===== src/rtl/host_mailbox_pkg.sv =====
package host_mailbox_pkg;

  // ----------------------------------------------------------------
  // local cpu bus addresses
  // ----------------------------------------------------------------
  localparam logic [15:0] ADDR_SYSTEM_CONTROL       = 16'hFFC4;
  localparam logic [15:0] ADDR_HOST_PORT_CONTROL    = 16'hFFF0;
  localparam logic [15:0] ADDR_HOST_INPUT_BYTE_ONE  = 16'hFFF4;
  localparam logic [15:0] ADDR_HOST_OUTPUT_BYTE_ONE = 16'hFFF5;
  localparam logic [15:0] ADDR_CHANNEL_STATUS_ONE   = 16'hFFF6;
  localparam logic [15:0] ADDR_HOST_INPUT_BYTE_TWO  = 16'hFFFC;
  localparam logic [15:0] ADDR_HOST_OUTPUT_BYTE_TWO = 16'hFFFD;
  localparam logic [15:0] ADDR_CHANNEL_STATUS_TWO   = 16'hFFFE;

  // ----------------------------------------------------------------
  // reset values
  // ----------------------------------------------------------------
  localparam logic [7:0] SYSTEM_CONTROL_RESET    = 8'h09;
  localparam logic [7:0] HOST_PORT_CONTROL_RESET = 8'hF8;
  localparam logic [7:0] CHANNEL_STATUS_RESET    = 8'h00;
  localparam logic [7:0] HOST_PORT_CONTROL_ONES  = 8'hF8;
  localparam logic [7:0] UNMAPPED_READ_VALUE     = 8'h00;

  // ----------------------------------------------------------------
  // field positions
  // ----------------------------------------------------------------
  localparam int SYSTEM_CONTROL_HOST_PORT_ENABLE_BIT  = 1;
  localparam int SYSTEM_CONTROL_RESET_INDICATOR_BIT   = 3;
  localparam int HOST_PORT_CONTROL_INPUT_FULL_IRQ_EN_CH2  = 2;
  localparam int HOST_PORT_CONTROL_INPUT_FULL_IRQ_EN_CH1  = 1;
  localparam int HOST_PORT_CONTROL_FAST_GATE_ENABLE_BIT   = 0;
  localparam int STATUS_CMD_DATA_BIT         = 3;
  localparam int STATUS_INPUT_FULL_BIT       = 1;
  localparam int STATUS_OUTPUT_FULL_BIT      = 0;
  localparam logic [7:0] STATUS_USER_MASK    = 8'hF4;

  // ----------------------------------------------------------------
  // host pin synchroniser
  // ----------------------------------------------------------------
  localparam int HOST_SYNC_STAGES = 2;
  localparam int HOST_CTRL_W      = 5;

endpackage


===== src/rtl/host_pin_sync.sv =====
module host_pin_sync
  import host_mailbox_pkg::*;
#(
  parameter int WIDTH  = 8,
  parameter int STAGES = HOST_SYNC_STAGES
)(
  input  wire logic             sys_clk,   // system clock
  input  wire logic             rst_b,     // async reset, active low
  input  wire logic [WIDTH-1:0] raw_in,    // asynchronous pin levels
  output logic      [WIDTH-1:0] sync_out   // levels in sys_clk domain
);

  // ----------------------------------------------------------------
  // parameter check
  // ----------------------------------------------------------------
  if (STAGES < 2 || WIDTH < 1)
  begin : g_bad_param
    $error("host_pin_sync needs at least two stages");
  end

  logic [WIDTH-1:0] stage_reg [STAGES];

  // flop chain; first stage feeds only the second stage
  always_ff @(posedge sys_clk or negedge rst_b)
  begin
    if (!rst_b)
    begin
      for (int i = 0; i < STAGES; i++)
      begin
        stage_reg[i] <= '1;
      end
    end
    else
    begin
      stage_reg[0] <= raw_in;
      for (int i = 1; i < STAGES; i++)
      begin
        stage_reg[i] <= stage_reg[i-1];
      end
    end
  end

  assign sync_out = stage_reg[STAGES-1];

endmodule


===== src/rtl/dual_channel_host_mailbox.sv =====
module dual_channel_host_mailbox
  import host_mailbox_pkg::*;
#(
  parameter int DATA_W = 8
)(
  input  wire logic        sys_clk,            // 50 MHz system clock
  input  wire logic        rst_b,              // async reset, active low
  input  wire logic        hw_standby,         // hardware standby level
  input  wire logic [15:0] cpu_addr,           // local cpu address
  input  wire logic [7:0]  cpu_wdata,          // local cpu write data
  input  wire logic        cpu_rd_strobe,      // local read, active high
  input  wire logic        cpu_wr_strobe,      // local write, active high
  output logic      [7:0]  cpu_rdata,          // local read data
  input  wire logic        host_addr_select,   // host address select
  input  wire logic        chip_select_ch1_b,  // channel one select
  input  wire logic        chip_select_ch2_b,  // channel two select
  input  wire logic        host_read_strobe_b, // host read strobe
  input  wire logic        host_write_strobe_b,// host write strobe
  input  wire logic [7:0]  host_data_in,       // host data bus level
  output logic      [7:0]  host_data_out,      // host data bus drive
  output logic             host_data_oe,       // high while driving
  output logic             input_full_irq_ch1, // channel one interrupt
  output logic             input_full_irq_ch2, // channel two interrupt
  output logic             host_port_enable,   // slave mode active
  output logic             fast_gate_enable    // fast gate function on
);

  // ----------------------------------------------------------------
  // parameter check
  // ----------------------------------------------------------------
  if (DATA_W != 8)
  begin : g_bad_width
    $error("dual_channel_host_mailbox supports an 8-bit data path only");
  end

  // ----------------------------------------------------------------
  // register state
  // ----------------------------------------------------------------
  logic [7:0] system_control_reg;
  logic [2:0] host_port_control_reg;
  logic [7:0] host_input_byte_reg  [2];
  logic [7:0] host_output_byte_reg [2];
  logic [7:0] user_status_bits_reg [2];
  logic       cmd_data_reg         [2];
  logic       input_full_flag_reg  [2];
  logic       output_full_flag_reg [2];

  // ----------------------------------------------------------------
  // helper functions
  // ----------------------------------------------------------------
  // assemble a status byte from its parts
  function automatic logic [7:0] status_byte(input logic [7:0] user,
                                             input logic       cmd,
                                             input logic       input_full_flag,
                                             input logic       output_full_flag);
    logic [7:0] v;
    v = user & STATUS_USER_MASK;
    v[STATUS_CMD_DATA_BIT]    = cmd;
    v[STATUS_INPUT_FULL_BIT]  = input_full_flag;
    v[STATUS_OUTPUT_FULL_BIT] = output_full_flag;
    return v;
  endfunction

  // pick the channel selected by the two chip selects, or none
  function automatic logic [1:0] host_channel(input logic cs1_b,
                                              input logic cs2_b);
    logic [1:0] v;
    v = 2'h0;
    if (!cs1_b && cs2_b)
    begin
      v = 2'h1;
    end
    else if (cs1_b && !cs2_b)
    begin
      v = 2'h2;
    end
    return v;
  endfunction

  // ----------------------------------------------------------------
  // host pin synchronisation
  // ----------------------------------------------------------------
  logic [HOST_CTRL_W+7:0] host_raw;
  logic [HOST_CTRL_W+7:0] host_sync;
  logic                   hs_ha0;
  logic                   hs_cs1_b;
  logic                   hs_cs2_b;
  logic                   hs_ior_b;
  logic                   hs_iow_b;
  logic [7:0]             hs_data;

  // data travels with the strobes so both see the same delay
  assign host_raw = {host_data_in, host_addr_select, chip_select_ch1_b,
                     chip_select_ch2_b, host_read_strobe_b,
                     host_write_strobe_b};

  host_pin_sync #(
    .WIDTH  (HOST_CTRL_W + 8),
    .STAGES (HOST_SYNC_STAGES)
  ) u_host_sync (
    .sys_clk  (sys_clk),
    .rst_b    (rst_b),
    .raw_in   (host_raw),
    .sync_out (host_sync)
  );

  assign hs_data  = host_sync[HOST_CTRL_W+7:HOST_CTRL_W];
  assign hs_ha0   = host_sync[4];
  assign hs_cs1_b = host_sync[3];
  assign hs_cs2_b = host_sync[2];
  assign hs_ior_b = host_sync[1];
  assign hs_iow_b = host_sync[0];

  // ----------------------------------------------------------------
  // host access decode
  // ----------------------------------------------------------------
  logic       port_on;
  logic [1:0] hs_chan;
  logic       host_wr_active;
  logic       host_rd_active;
  logic       iow_prev_reg;
  logic       ior_prev_reg;
  logic       iow_rise;
  logic       ior_rise;

  // both strobes low together is prohibited and does nothing
  assign port_on        = system_control_reg[SYSTEM_CONTROL_HOST_PORT_ENABLE_BIT];
  assign hs_chan        = host_channel(hs_cs1_b, hs_cs2_b);
  assign host_wr_active = port_on && hs_chan != 2'h0 && !hs_iow_b
                          && hs_ior_b;
  assign host_rd_active = port_on && hs_chan != 2'h0 && !hs_ior_b
                          && hs_iow_b;
  assign iow_rise       = !iow_prev_reg && hs_iow_b;
  assign ior_rise       = !ior_prev_reg && hs_ior_b;

  // strobe history for edge detection on synchronised levels
  always_ff @(posedge sys_clk or negedge rst_b)
  begin
    if (!rst_b)
    begin
      iow_prev_reg <= 1'b1;
      ior_prev_reg <= 1'b1;
    end
    else
    begin
      iow_prev_reg <= hs_iow_b;
      ior_prev_reg <= hs_ior_b;
    end
  end

  // ----------------------------------------------------------------
  // host write capture
  // ----------------------------------------------------------------
  logic       wr_pending_reg;
  logic       wr_chan_reg;
  logic       wr_ha0_reg;
  logic [7:0] wr_data_reg;
  logic       host_wr_commit;

  // last sampled values before the strobe rises are the ones kept
  always_ff @(posedge sys_clk or negedge rst_b)
  begin
    if (!rst_b)
    begin
      wr_pending_reg <= 1'b0;
      wr_chan_reg    <= 1'b0;
      wr_ha0_reg     <= 1'b0;
      wr_data_reg    <= 8'h00;
    end
    else if (hw_standby || !port_on)
    begin
      wr_pending_reg <= 1'b0;
    end
    else if (host_wr_active)
    begin
      wr_pending_reg <= 1'b1;
      wr_chan_reg    <= hs_chan[1];
      wr_ha0_reg     <= hs_ha0;
      wr_data_reg    <= hs_data;
    end
    else if (iow_rise)
    begin
      wr_pending_reg <= 1'b0;
    end
  end

  assign host_wr_commit = wr_pending_reg && iow_rise;

  // ----------------------------------------------------------------
  // host read tracking
  // ----------------------------------------------------------------
  logic       rd_pending_reg;
  logic       rd_chan_reg;
  logic       host_rd_done;

  // only a read of the output byte, not of status, empties it
  always_ff @(posedge sys_clk or negedge rst_b)
  begin
    if (!rst_b)
    begin
      rd_pending_reg <= 1'b0;
      rd_chan_reg    <= 1'b0;
    end
    else if (hw_standby || !port_on)
    begin
      rd_pending_reg <= 1'b0;
    end
    else if (host_rd_active)
    begin
      rd_pending_reg <= !hs_ha0;
      rd_chan_reg    <= hs_chan[1];
    end
    else if (ior_rise)
    begin
      rd_pending_reg <= 1'b0;
    end
  end

  assign host_rd_done = rd_pending_reg && ior_rise;

  // ----------------------------------------------------------------
  // local cpu access decode
  // ----------------------------------------------------------------
  logic cpu_rd_prev_reg;
  logic cpu_wr_prev_reg;
  logic cpu_rd_start;
  logic cpu_wr_start;

  // act once, on the cycle a strobe is first asserted
  always_ff @(posedge sys_clk or negedge rst_b)
  begin
    if (!rst_b)
    begin
      cpu_rd_prev_reg <= 1'b0;
      cpu_wr_prev_reg <= 1'b0;
    end
    else
    begin
      cpu_rd_prev_reg <= cpu_rd_strobe;
      cpu_wr_prev_reg <= cpu_wr_strobe;
    end
  end

  assign cpu_rd_start = cpu_rd_strobe && !cpu_rd_prev_reg;
  assign cpu_wr_start = cpu_wr_strobe && !cpu_wr_prev_reg;

  // ----------------------------------------------------------------
  // control registers
  // ----------------------------------------------------------------
  // reset indicator bit stays read only at its reset level
  always_ff @(posedge sys_clk or negedge rst_b)
  begin
    if (!rst_b)
    begin
      system_control_reg    <= SYSTEM_CONTROL_RESET;
      host_port_control_reg <= HOST_PORT_CONTROL_RESET[2:0];
    end
    else if (hw_standby)
    begin
      system_control_reg    <= SYSTEM_CONTROL_RESET;
      host_port_control_reg <= HOST_PORT_CONTROL_RESET[2:0];
    end
    else if (cpu_wr_start)
    begin
      if (cpu_addr == ADDR_SYSTEM_CONTROL)
      begin
        system_control_reg <= cpu_wdata;
        system_control_reg[SYSTEM_CONTROL_RESET_INDICATOR_BIT] <=
          system_control_reg[SYSTEM_CONTROL_RESET_INDICATOR_BIT];
      end
      if (cpu_addr == ADDR_HOST_PORT_CONTROL)
      begin
        host_port_control_reg <= cpu_wdata[2:0];
      end
    end
  end

  // ----------------------------------------------------------------
  // data bytes, deliberately without reset
  // ----------------------------------------------------------------
  // no reset keeps these as plain storage, contents start undefined
  always_ff @(posedge sys_clk)
  begin
    if (host_wr_commit)
    begin
      host_input_byte_reg[wr_chan_reg] <= wr_data_reg;
    end
    if (cpu_wr_start && cpu_addr == ADDR_HOST_OUTPUT_BYTE_ONE)
    begin
      host_output_byte_reg[0] <= cpu_wdata;
    end
    if (cpu_wr_start && cpu_addr == ADDR_HOST_OUTPUT_BYTE_TWO)
    begin
      host_output_byte_reg[1] <= cpu_wdata;
    end
  end

  // ----------------------------------------------------------------
  // status registers
  // ----------------------------------------------------------------
  logic [15:0] in_addr   [2];
  logic [15:0] out_addr  [2];
  logic [15:0] stat_addr [2];

  assign in_addr[0]   = ADDR_HOST_INPUT_BYTE_ONE;
  assign in_addr[1]   = ADDR_HOST_INPUT_BYTE_TWO;
  assign out_addr[0]  = ADDR_HOST_OUTPUT_BYTE_ONE;
  assign out_addr[1]  = ADDR_HOST_OUTPUT_BYTE_TWO;
  assign stat_addr[0] = ADDR_CHANNEL_STATUS_ONE;
  assign stat_addr[1] = ADDR_CHANNEL_STATUS_TWO;

  // a set in the same cycle as a clear wins, so no event is lost
  always_ff @(posedge sys_clk or negedge rst_b)
  begin
    if (!rst_b)
    begin
      for (int c = 0; c < 2; c++)
      begin
        user_status_bits_reg[c] <= CHANNEL_STATUS_RESET;
        cmd_data_reg[c]         <= 1'b0;
        input_full_flag_reg[c]  <= 1'b0;
        output_full_flag_reg[c] <= 1'b0;
      end
    end
    else if (hw_standby)
    begin
      for (int c = 0; c < 2; c++)
      begin
        user_status_bits_reg[c] <= CHANNEL_STATUS_RESET;
        cmd_data_reg[c]         <= 1'b0;
        input_full_flag_reg[c]  <= 1'b0;
        output_full_flag_reg[c] <= 1'b0;
      end
    end
    else
    begin
      for (int c = 0; c < 2; c++)
      begin
        if (cpu_wr_start && cpu_addr == stat_addr[c])
        begin
          user_status_bits_reg[c] <= cpu_wdata & STATUS_USER_MASK;
        end
        if (host_wr_commit && int'(wr_chan_reg) == c)
        begin
          cmd_data_reg[c]        <= wr_ha0_reg;
          input_full_flag_reg[c] <= 1'b1;
        end
        else if (cpu_rd_start && cpu_addr == in_addr[c])
        begin
          input_full_flag_reg[c] <= 1'b0;
        end
        if (cpu_wr_start && cpu_addr == out_addr[c])
        begin
          output_full_flag_reg[c] <= 1'b1;
        end
        else if (host_rd_done && int'(rd_chan_reg) == c)
        begin
          output_full_flag_reg[c] <= 1'b0;
        end
      end
    end
  end

  // ----------------------------------------------------------------
  // local cpu read data
  // ----------------------------------------------------------------
  logic [7:0] cpu_read_value;

  // unmapped addresses read as zero
  always_comb
  begin
    cpu_read_value = UNMAPPED_READ_VALUE;
    case (cpu_addr)
      ADDR_SYSTEM_CONTROL:       cpu_read_value = system_control_reg;
      ADDR_HOST_PORT_CONTROL:    cpu_read_value = HOST_PORT_CONTROL_ONES
                                   | {5'h00, host_port_control_reg};
      ADDR_HOST_INPUT_BYTE_ONE:  cpu_read_value = host_input_byte_reg[0];
      ADDR_HOST_OUTPUT_BYTE_ONE: cpu_read_value = host_output_byte_reg[0];
      ADDR_CHANNEL_STATUS_ONE:   cpu_read_value = status_byte(
        user_status_bits_reg[0], cmd_data_reg[0],
        input_full_flag_reg[0], output_full_flag_reg[0]);
      ADDR_HOST_INPUT_BYTE_TWO:  cpu_read_value = host_input_byte_reg[1];
      ADDR_HOST_OUTPUT_BYTE_TWO: cpu_read_value = host_output_byte_reg[1];
      ADDR_CHANNEL_STATUS_TWO:   cpu_read_value = status_byte(
        user_status_bits_reg[1], cmd_data_reg[1],
        input_full_flag_reg[1], output_full_flag_reg[1]);
      default:                   cpu_read_value = UNMAPPED_READ_VALUE;
    endcase
  end

  // read data is held until the next read starts
  always_ff @(posedge sys_clk or negedge rst_b)
  begin
    if (!rst_b)
    begin
      cpu_rdata <= UNMAPPED_READ_VALUE;
    end
    else if (cpu_rd_start)
    begin
      cpu_rdata <= cpu_read_value;
    end
  end

  // ----------------------------------------------------------------
  // host data bus drive
  // ----------------------------------------------------------------
  logic       host_sel_ch;
  logic [7:0] host_read_value;

  // address select low picks the output byte, high the status
  assign host_sel_ch     = hs_chan[1];
  assign host_read_value = hs_ha0
    ? status_byte(user_status_bits_reg[host_sel_ch],
                  cmd_data_reg[host_sel_ch],
                  input_full_flag_reg[host_sel_ch],
                  output_full_flag_reg[host_sel_ch])
    : host_output_byte_reg[host_sel_ch];

  // bus released on the clock after the synchronised read strobe rises
  always_ff @(posedge sys_clk or negedge rst_b)
  begin
    if (!rst_b)
    begin
      host_data_out <= 8'h00;
      host_data_oe  <= 1'b0;
    end
    else if (hw_standby)
    begin
      host_data_out <= 8'h00;
      host_data_oe  <= 1'b0;
    end
    else
    begin
      host_data_oe  <= host_rd_active;
      host_data_out <= host_rd_active ? host_read_value : 8'h00;
    end
  end

  // ----------------------------------------------------------------
  // interrupt and control outputs
  // ----------------------------------------------------------------
  // level requests: they follow the flag until the cpu reads
  always_ff @(posedge sys_clk or negedge rst_b)
  begin
    if (!rst_b)
    begin
      input_full_irq_ch1 <= 1'b0;
      input_full_irq_ch2 <= 1'b0;
      host_port_enable   <= 1'b0;
      fast_gate_enable   <= 1'b0;
    end
    else
    begin
      input_full_irq_ch1 <= input_full_flag_reg[0]
        && host_port_control_reg[HOST_PORT_CONTROL_INPUT_FULL_IRQ_EN_CH1]
        && !hw_standby;
      input_full_irq_ch2 <= input_full_flag_reg[1]
        && host_port_control_reg[HOST_PORT_CONTROL_INPUT_FULL_IRQ_EN_CH2]
        && !hw_standby;
      host_port_enable   <= port_on && !hw_standby;
      fast_gate_enable   <= host_port_control_reg[HOST_PORT_CONTROL_FAST_GATE_ENABLE_BIT]
        && !hw_standby;
    end
  end

endmodule


===== config.mk =====
export PLATFORM = sky130hd
export DESIGN_NAME = dual_channel_host_mailbox
export DESIGN_NICKNAME = d
export VERILOG_FILES = /design/src/rtl/host_mailbox_pkg.sv /design/src/rtl/host_pin_sync.sv /design/src/rtl/dual_channel_host_mailbox.sv
export SDC_FILE = /design/constraint.sdc
export NUM_CORES = 1
export LEC_CHECK = 0
export BUFFER_PORTS_ARGS = -buffer_cell sky130_fd_sc_hd__buf_2
export CORE_MARGIN = 5
export CORE_UTILIZATION = 35
export DETAILED_ROUTE_END_ITERATION = 16
export SLEW_MARGIN = 20
export SYNTH_ARGS = -nofsm -noshare
export SYNTH_HDL_FRONTEND = slang
export SYNTH_SLANG_ARGS = --single-unit

===== constraint.sdc =====
create_clock -name sys_clk -period 2.81 [get_ports sys_clk]
set_input_delay 0.562 -clock sys_clk [delete_from_list [all_inputs] [get_ports sys_clk]]
set_output_delay 0.562 -clock sys_clk [all_outputs]
set_load 0.005 [all_outputs]

== Word-level counts from Yosys, hierarchy flattened ==
Memories as Yosys holds them, arrays and structs flattened.
Cells that the tools add are included.
Word-level totals
  register bits after elaboration: 97
  RAM bits: 32
  memories: 2
  input bits: 42
  word-level logic and storage cells: 161
  output and inout bits: 21
Operators by class
  bitwise logic cells: 4
  muxes and demuxes: 56
  order comparisons: 1
  equality and inequality tests: 8
  reduce and logical (&&, ||, !) cells: 60
Memories
  host_input_byte_reg: words 2, bits a word 8, rd ports 2, clocked after memory_dff 0, wr ports 1, RTL line dual_channel_host_mailbox.sv:41  | logic [7:0] host_input_byte_reg [2];
  host_output_byte_reg: words 2, bits a word 8, rd ports 3, clocked after memory_dff 0, wr ports 1, RTL line dual_channel_host_mailbox.sv:42  | logic [7:0] host_output_byte_reg [2];
Operator list (number)
  $eq A16 B16 Y1 const B: 8
  $mux W8: 12
  $pmux W8 S8: 1
  $mux W1: 34
  $logic_and A1 B1 Y1: 29
  $reduce_bool A3 Y1: 6
  $mux W16: 1
  $reduce_bool A2 Y1: 8
  $logic_not A1 Y1: 11
  $mux W2: 5
  $mux W3: 3
  $reduce_and A2 Y1: 4
  $reduce_or A8 Y1: 1
  $not A1 Y1: 3
  $ge A2 B2 Y1 const B: 1
  $not A1 Y2: 1
  $logic_or A1 B1 Y1: 1

== Depth between registers and ports, before layout ==
  depth in word-level cells: 11
  depth in mapped cells: 8
  gate-level depth less buffers: 7

== Hierarchy ==
From an unflattened synthesis, not the netlist that was laid out.
Unflattened totals
  cell total of the unflattened synthesis: 390
  area, all modules: 5146.2 µm²
Modules (own cells, without submodules)
  dual_channel_host_mailbox: area an instance 4365.4 µm², cells an instance 351, seq. area each 2592.5 µm², instances 1
  host_pin_sync: area an instance 780.7 µm², cells an instance 39, seq. area each 683.2 µm², instances 1

== Worst setup path before layout ==
No wires, ideal clock.
  path type: input to register
  from: input port cpu_addr[3]
  to: register system_control_reg[0]
  setup time: 0.082 ns
  cell stages on the path: 5
  setup slack: 0.764 ns
  path buffers: 1
  arrival: 1.964 ns
  path through: buf_6 -> or4b_4 -> nor4_4 -> nand2_2 -> a211o_1
Between the ends
  word-level cells in the longest chain between the ends: 3
Ends and longest elaborated chain
  start: declaration: RTL line dual_channel_host_mailbox.sv:9  | input wire logic [15:0] cpu_addr,
  $eq A16 B16 Y1: RTL line dual_channel_host_mailbox.sv:265  | if (cpu_addr == ADDR_SYSTEM_CONTROL)
  $reduce_bool A2 Y1 (no source line)
  $reduce_and A2 Y1 (no source line)
  end signal: assignment: RTL line dual_channel_host_mailbox.sv:267  | system_control_reg <= cpu_wdata;
  end signal: indexed assignment: RTL line dual_channel_host_mailbox.sv:268  | system_control_reg[SYSTEM_CONTROL_RESET_INDICATOR_BIT] <=
  end: declaration: RTL line dual_channel_host_mailbox.sv:39  | logic [7:0] system_control_reg;
No other way between the ends.
A chain may end at the register's enable or synchronous reset.

== Worst setup path after layout ==
  from: input port cpu_addr[2]
  to: register user_status_bits_reg[6] in the netlist's numbering
Between the ends
  word-level cells in the longest chain between the ends: 3
Ends and longest elaborated chain
  $eq A16 B16 Y1: RTL line dual_channel_host_mailbox.sv:339  | if (cpu_wr_start && cpu_addr == stat_addr[c])
  $logic_and A1 B1 Y1: RTL line dual_channel_host_mailbox.sv:339
  $reduce_bool A2 Y1 (no source line)
  end signal: indexed assignment: RTL line dual_channel_host_mailbox.sv:341  | user_status_bits_reg[c] <= cpu_wdata & STATUS_USER_MASK;
  end: declaration: RTL line dual_channel_host_mailbox.sv:43  | logic [7:0] user_status_bits_reg [2];
No other way between the ends.

==> results.yml <==
status:
  status: "complete, no violations"
sta:
  drv_slew: 0
  hold_viol_final: 0
  timing.final.crit_share: 0.721
  max_freq_ghz: 0.493
  tns_ps: 0
  setup-violations-final: 0
  rsz0062_at_grt: "false"
  finClkSkew_ps: 5.15
  worst_pin_slew_ps: 632
  max_slew_margin: 0.578
  post-route-min-period_ps: 2030
global_route:
  track_usage: 0.155
  grt_pass1_wl_um: 19600
  antenna_found_initial: 0
  overflow: 0
  grt_pass1_vias: 3536
  grt_start_max_net_pins: 48
cts:
  postCtsSetupRepairBufs: 0
  htree_levels: 4
  cts_hold_buffers: 0
  cts.sinks: 123
  tritoncts: "yes"
  cts-root-buf: "clkbuf_16"
  path_clk_slew_ps: 60
  ctsResizeCount: 0
  cts_buffers: 17
  cts_max_path_buffers: 2
  insertion_delay_ps: 410
cells_and_area:
  drive_above_1_share: 0.335
  multi_input_area_um2: 1690
  diodes: 0
  fillers: 1324
  fin_util: 0.432
  seq_area_um2: 3280
  area_delta_synth_final_pct: 22.5
  nNetsFinal: 502
route:
  drc: 0
  wl_per_cell_um: 18.6
  first_iter_violations: 234
  routed_wl_um: 12200
  vias: 3415
  drtAntennaViolNets: 0
  dr.pass1.iters: 7
  via_per_inst: 5.21
floorplanning:
  row_count: 44
  io_pins: 63
  start_util: 0.352
  die_area_um2: 17000
  die_y_um: 130
  fp.coreArea_um2: 14400
  die_w_um: 130
logic_synthesis:
  yosysWarningCount: 0
  synth_flop_cell: "dfrtp_1"
  async_flop_share: 0.740
  synth_edf_count: 32
  synth_cells: 383
  syn-cell-area_um2: 5060
  ys_ff_latch: 123
  synth_nets: 426
  yosysSeqAreaShare: 0.647
  ys_types: 51
  synth_area_per_cell_um2: 13.2
placed_design:
  place.port_buffers: 62
  gp_congestion: 0.895
  place_hpwl_um: 8920
pwr:
  switching_share: 0.221
  p_seq_frac: 0.454
  max-vdd-ir-drop_mv: 0.505
  p_leak_nw: 2.71
  p_per_area_nw_per_um2: 668
  power.internal_mw: 3.23
  p_sw_mw: 0.914
  pwr-share-comb: 0.039
  clkPwrFrac: 0.507
  total_power_mw: 4.14
setup_path:
  reg2reg_depth: 3
  crit_arrival_ps: 2300
  endpoint_kind: "flip-flop"
  cp_data_required_time_ps: 3080
  cpPeakStageDelay_ps: 500
  worst-path-buf-inv: 1
  cp_max_fo: 14
  worstReg2RegEnd: "host_data_out[0]"
  start_kind: "primary input"
  cp_top_family: "simple AND/OR/NAND/NOR gates"
  ff2ff_setup_slack_ps: 890
  crit_path_cell_trace: "buf_2 > nand2_1 > nor4_4 > nand3_1 > mux2i_1 > nor2_1"
  setup.worst_path.class: "primary input to flip-flop"
  worst_path_max_delay_cell: "nor4_4"
  r2r-start: "u_host_sync.sync_out[3]"
flow_run:
  max_cap_viol_count: 0
worst_hold_path:
  hold_class: "primary input to asynchronous set/reset pin"
## Yosys cell counts, types with 3 or more instances
cell type	number	share of area
dfstp_2	30	0.16
mux2i_1	14	0.028
mux4_2	8	0.036
nor4_4	3	0.013
mux2_2	10	0.022
a22oi_1	9	0.013
nor2_1	23	0.017
o21ai_1	6	0.0059
inv_1	7	0.0052
dfrtp_1	61	0.30
o21ai_0	13	0.013
and4_1	5	0.0086
nand4_1	5	0.0062
a21oi_1	16	0.016
buf_2	4	0.0040
clkbuf_1	10	0.0074
edfxtp_1	32	0.19
nor3_1	6	0.0059
and3_1	5	0.0062
a222oi_1	3	0.0059
a2bb2oi_1	3	0.0052
a221oi_1	5	0.0086
nor2b_1	14	0.017
nand2b_1	4	0.0049
nand2_1	38	0.028
nand3_1	10	0.0099
a22o_1	6	0.010
mux2_1	5	0.011
## through the flow
| step | hold WS [ps] | cells | cell area (um2) | worst slack (ps) |
|---|---|---|---|---|
| 3_5_place_dp | 347 | 624 | 5630 | 369 |
| 3_3_place_gp | 345 | 624 | 5630 | 401 |
| 6_report | 156 | 656 | 6200 | 783 |
| 4_1_cts | 173 | 656 | 6200 | 793 |
| 2_1_floorplan | 266 | 383 | 5060 | 764 |
| 5_1_grt | 193 | 656 | 6200 | 647 |
## cells in the final DEF, fill, tap and decap left out, types with 5 or more instances in the layout
| cell | instances |
|---|---|
| o21ai_0 | 13 |
| and3_1 | 5 |
| nand2_1 | 38 |
| nor3_1 | 6 |
| o21ai_1 | 6 |
| dfstp_2 | 30 |
| mux2_1 | 5 |
| a22oi_1 | 9 |
| nand4_1 | 5 |
| a221oi_1 | 5 |
| mux2_2 | 10 |
| buf_2 | 61 |
| and4_1 | 5 |
| nor2_1 | 23 |
| clkbuf_16 | 18 |
| a21oi_1 | 16 |
| nand3_1 | 10 |
| inv_1 | 7 |
| a22o_1 | 6 |
| dfrtp_1 | 61 |
| edfxtp_1 | 32 |
| buf_4 | 10 |
| nor2b_1 | 14 |
| mux4_2 | 8 |
| mux2i_1 | 14 |
## metal layers
layer / global-route usage / share of wire / vias to the layer above
li1: - / - / 1572
met1: 0.201 / 0.45 / 1735
met2: 0.243 / 0.48 / 93
met3: 0.0536 / 0.057 / 15
met4: 0.0520 / 0.014 / 0
met5: 0 / 0 / -
## power by group through the flow
| stage | Sequential [mW] | Combinational [mW] | Clock [mW] |
|---|---|---|---|
| floorplan | 1.91 | 0.0735 | 0 |
| global placement | 1.91 | 0.161 | 0 |
| detailed placement | 1.91 | 0.163 | 0 |
| CTS | 1.88 | 0.164 | 2.14 |
| global route | 1.88 | 0.178 | 2.23 |
| finish | 1.88 | 0.162 | 2.10 |
## worst reg2reg max path, cell delays in order (launching register included)
cell     delay, ps
dfstp_2        510
ha_1           520
mux4_2         600
nor2b_1        150
## logic make-up (layout without fill, tap and decap cells)
kind of cell	count (synthesis)	count (layout)	share of synthesized area
AO/OA/AOI/OAI	71	71	0.0934
adder cells (fa/ha/maj)	1	1	0.00247
buffers and inverters	23	112	0.0195
flip-flops	123	123	0.647
multiplexers	37	37	0.0966
AND/OR/NAND/NOR	128	128	0.141
## worst max-delay path by stage
stage	from	end	slack, ps	cells after the start
3_3_place_gp	cpu_addr[11]	host_output_byte_reg[1][5]	400	4
5_1_grt	cpu_addr[2]	user_status_bits_reg[5]	650	6
6_report	cpu_addr[2]	user_status_bits_reg[6]	780	6
4_1_cts	cpu_addr[11]	host_output_byte_reg[1][5]	790	4
3_5_place_dp	cpu_addr[10]	host_output_byte_reg[1][5]	370	4
2_1_floorplan	cpu_addr[3]	system_control_reg[0]	760	5
## layout make-up
class                      count  area share
sequential                   123       0.528
clock buffer                  21      0.0760
tap                          184      0.0371
inverter                       8     0.00484
clock inverter                11      0.0171
timing repair buffer          72      0.0645
multi-input combinational    237       0.272
Power figures use the tool's default switching activity.
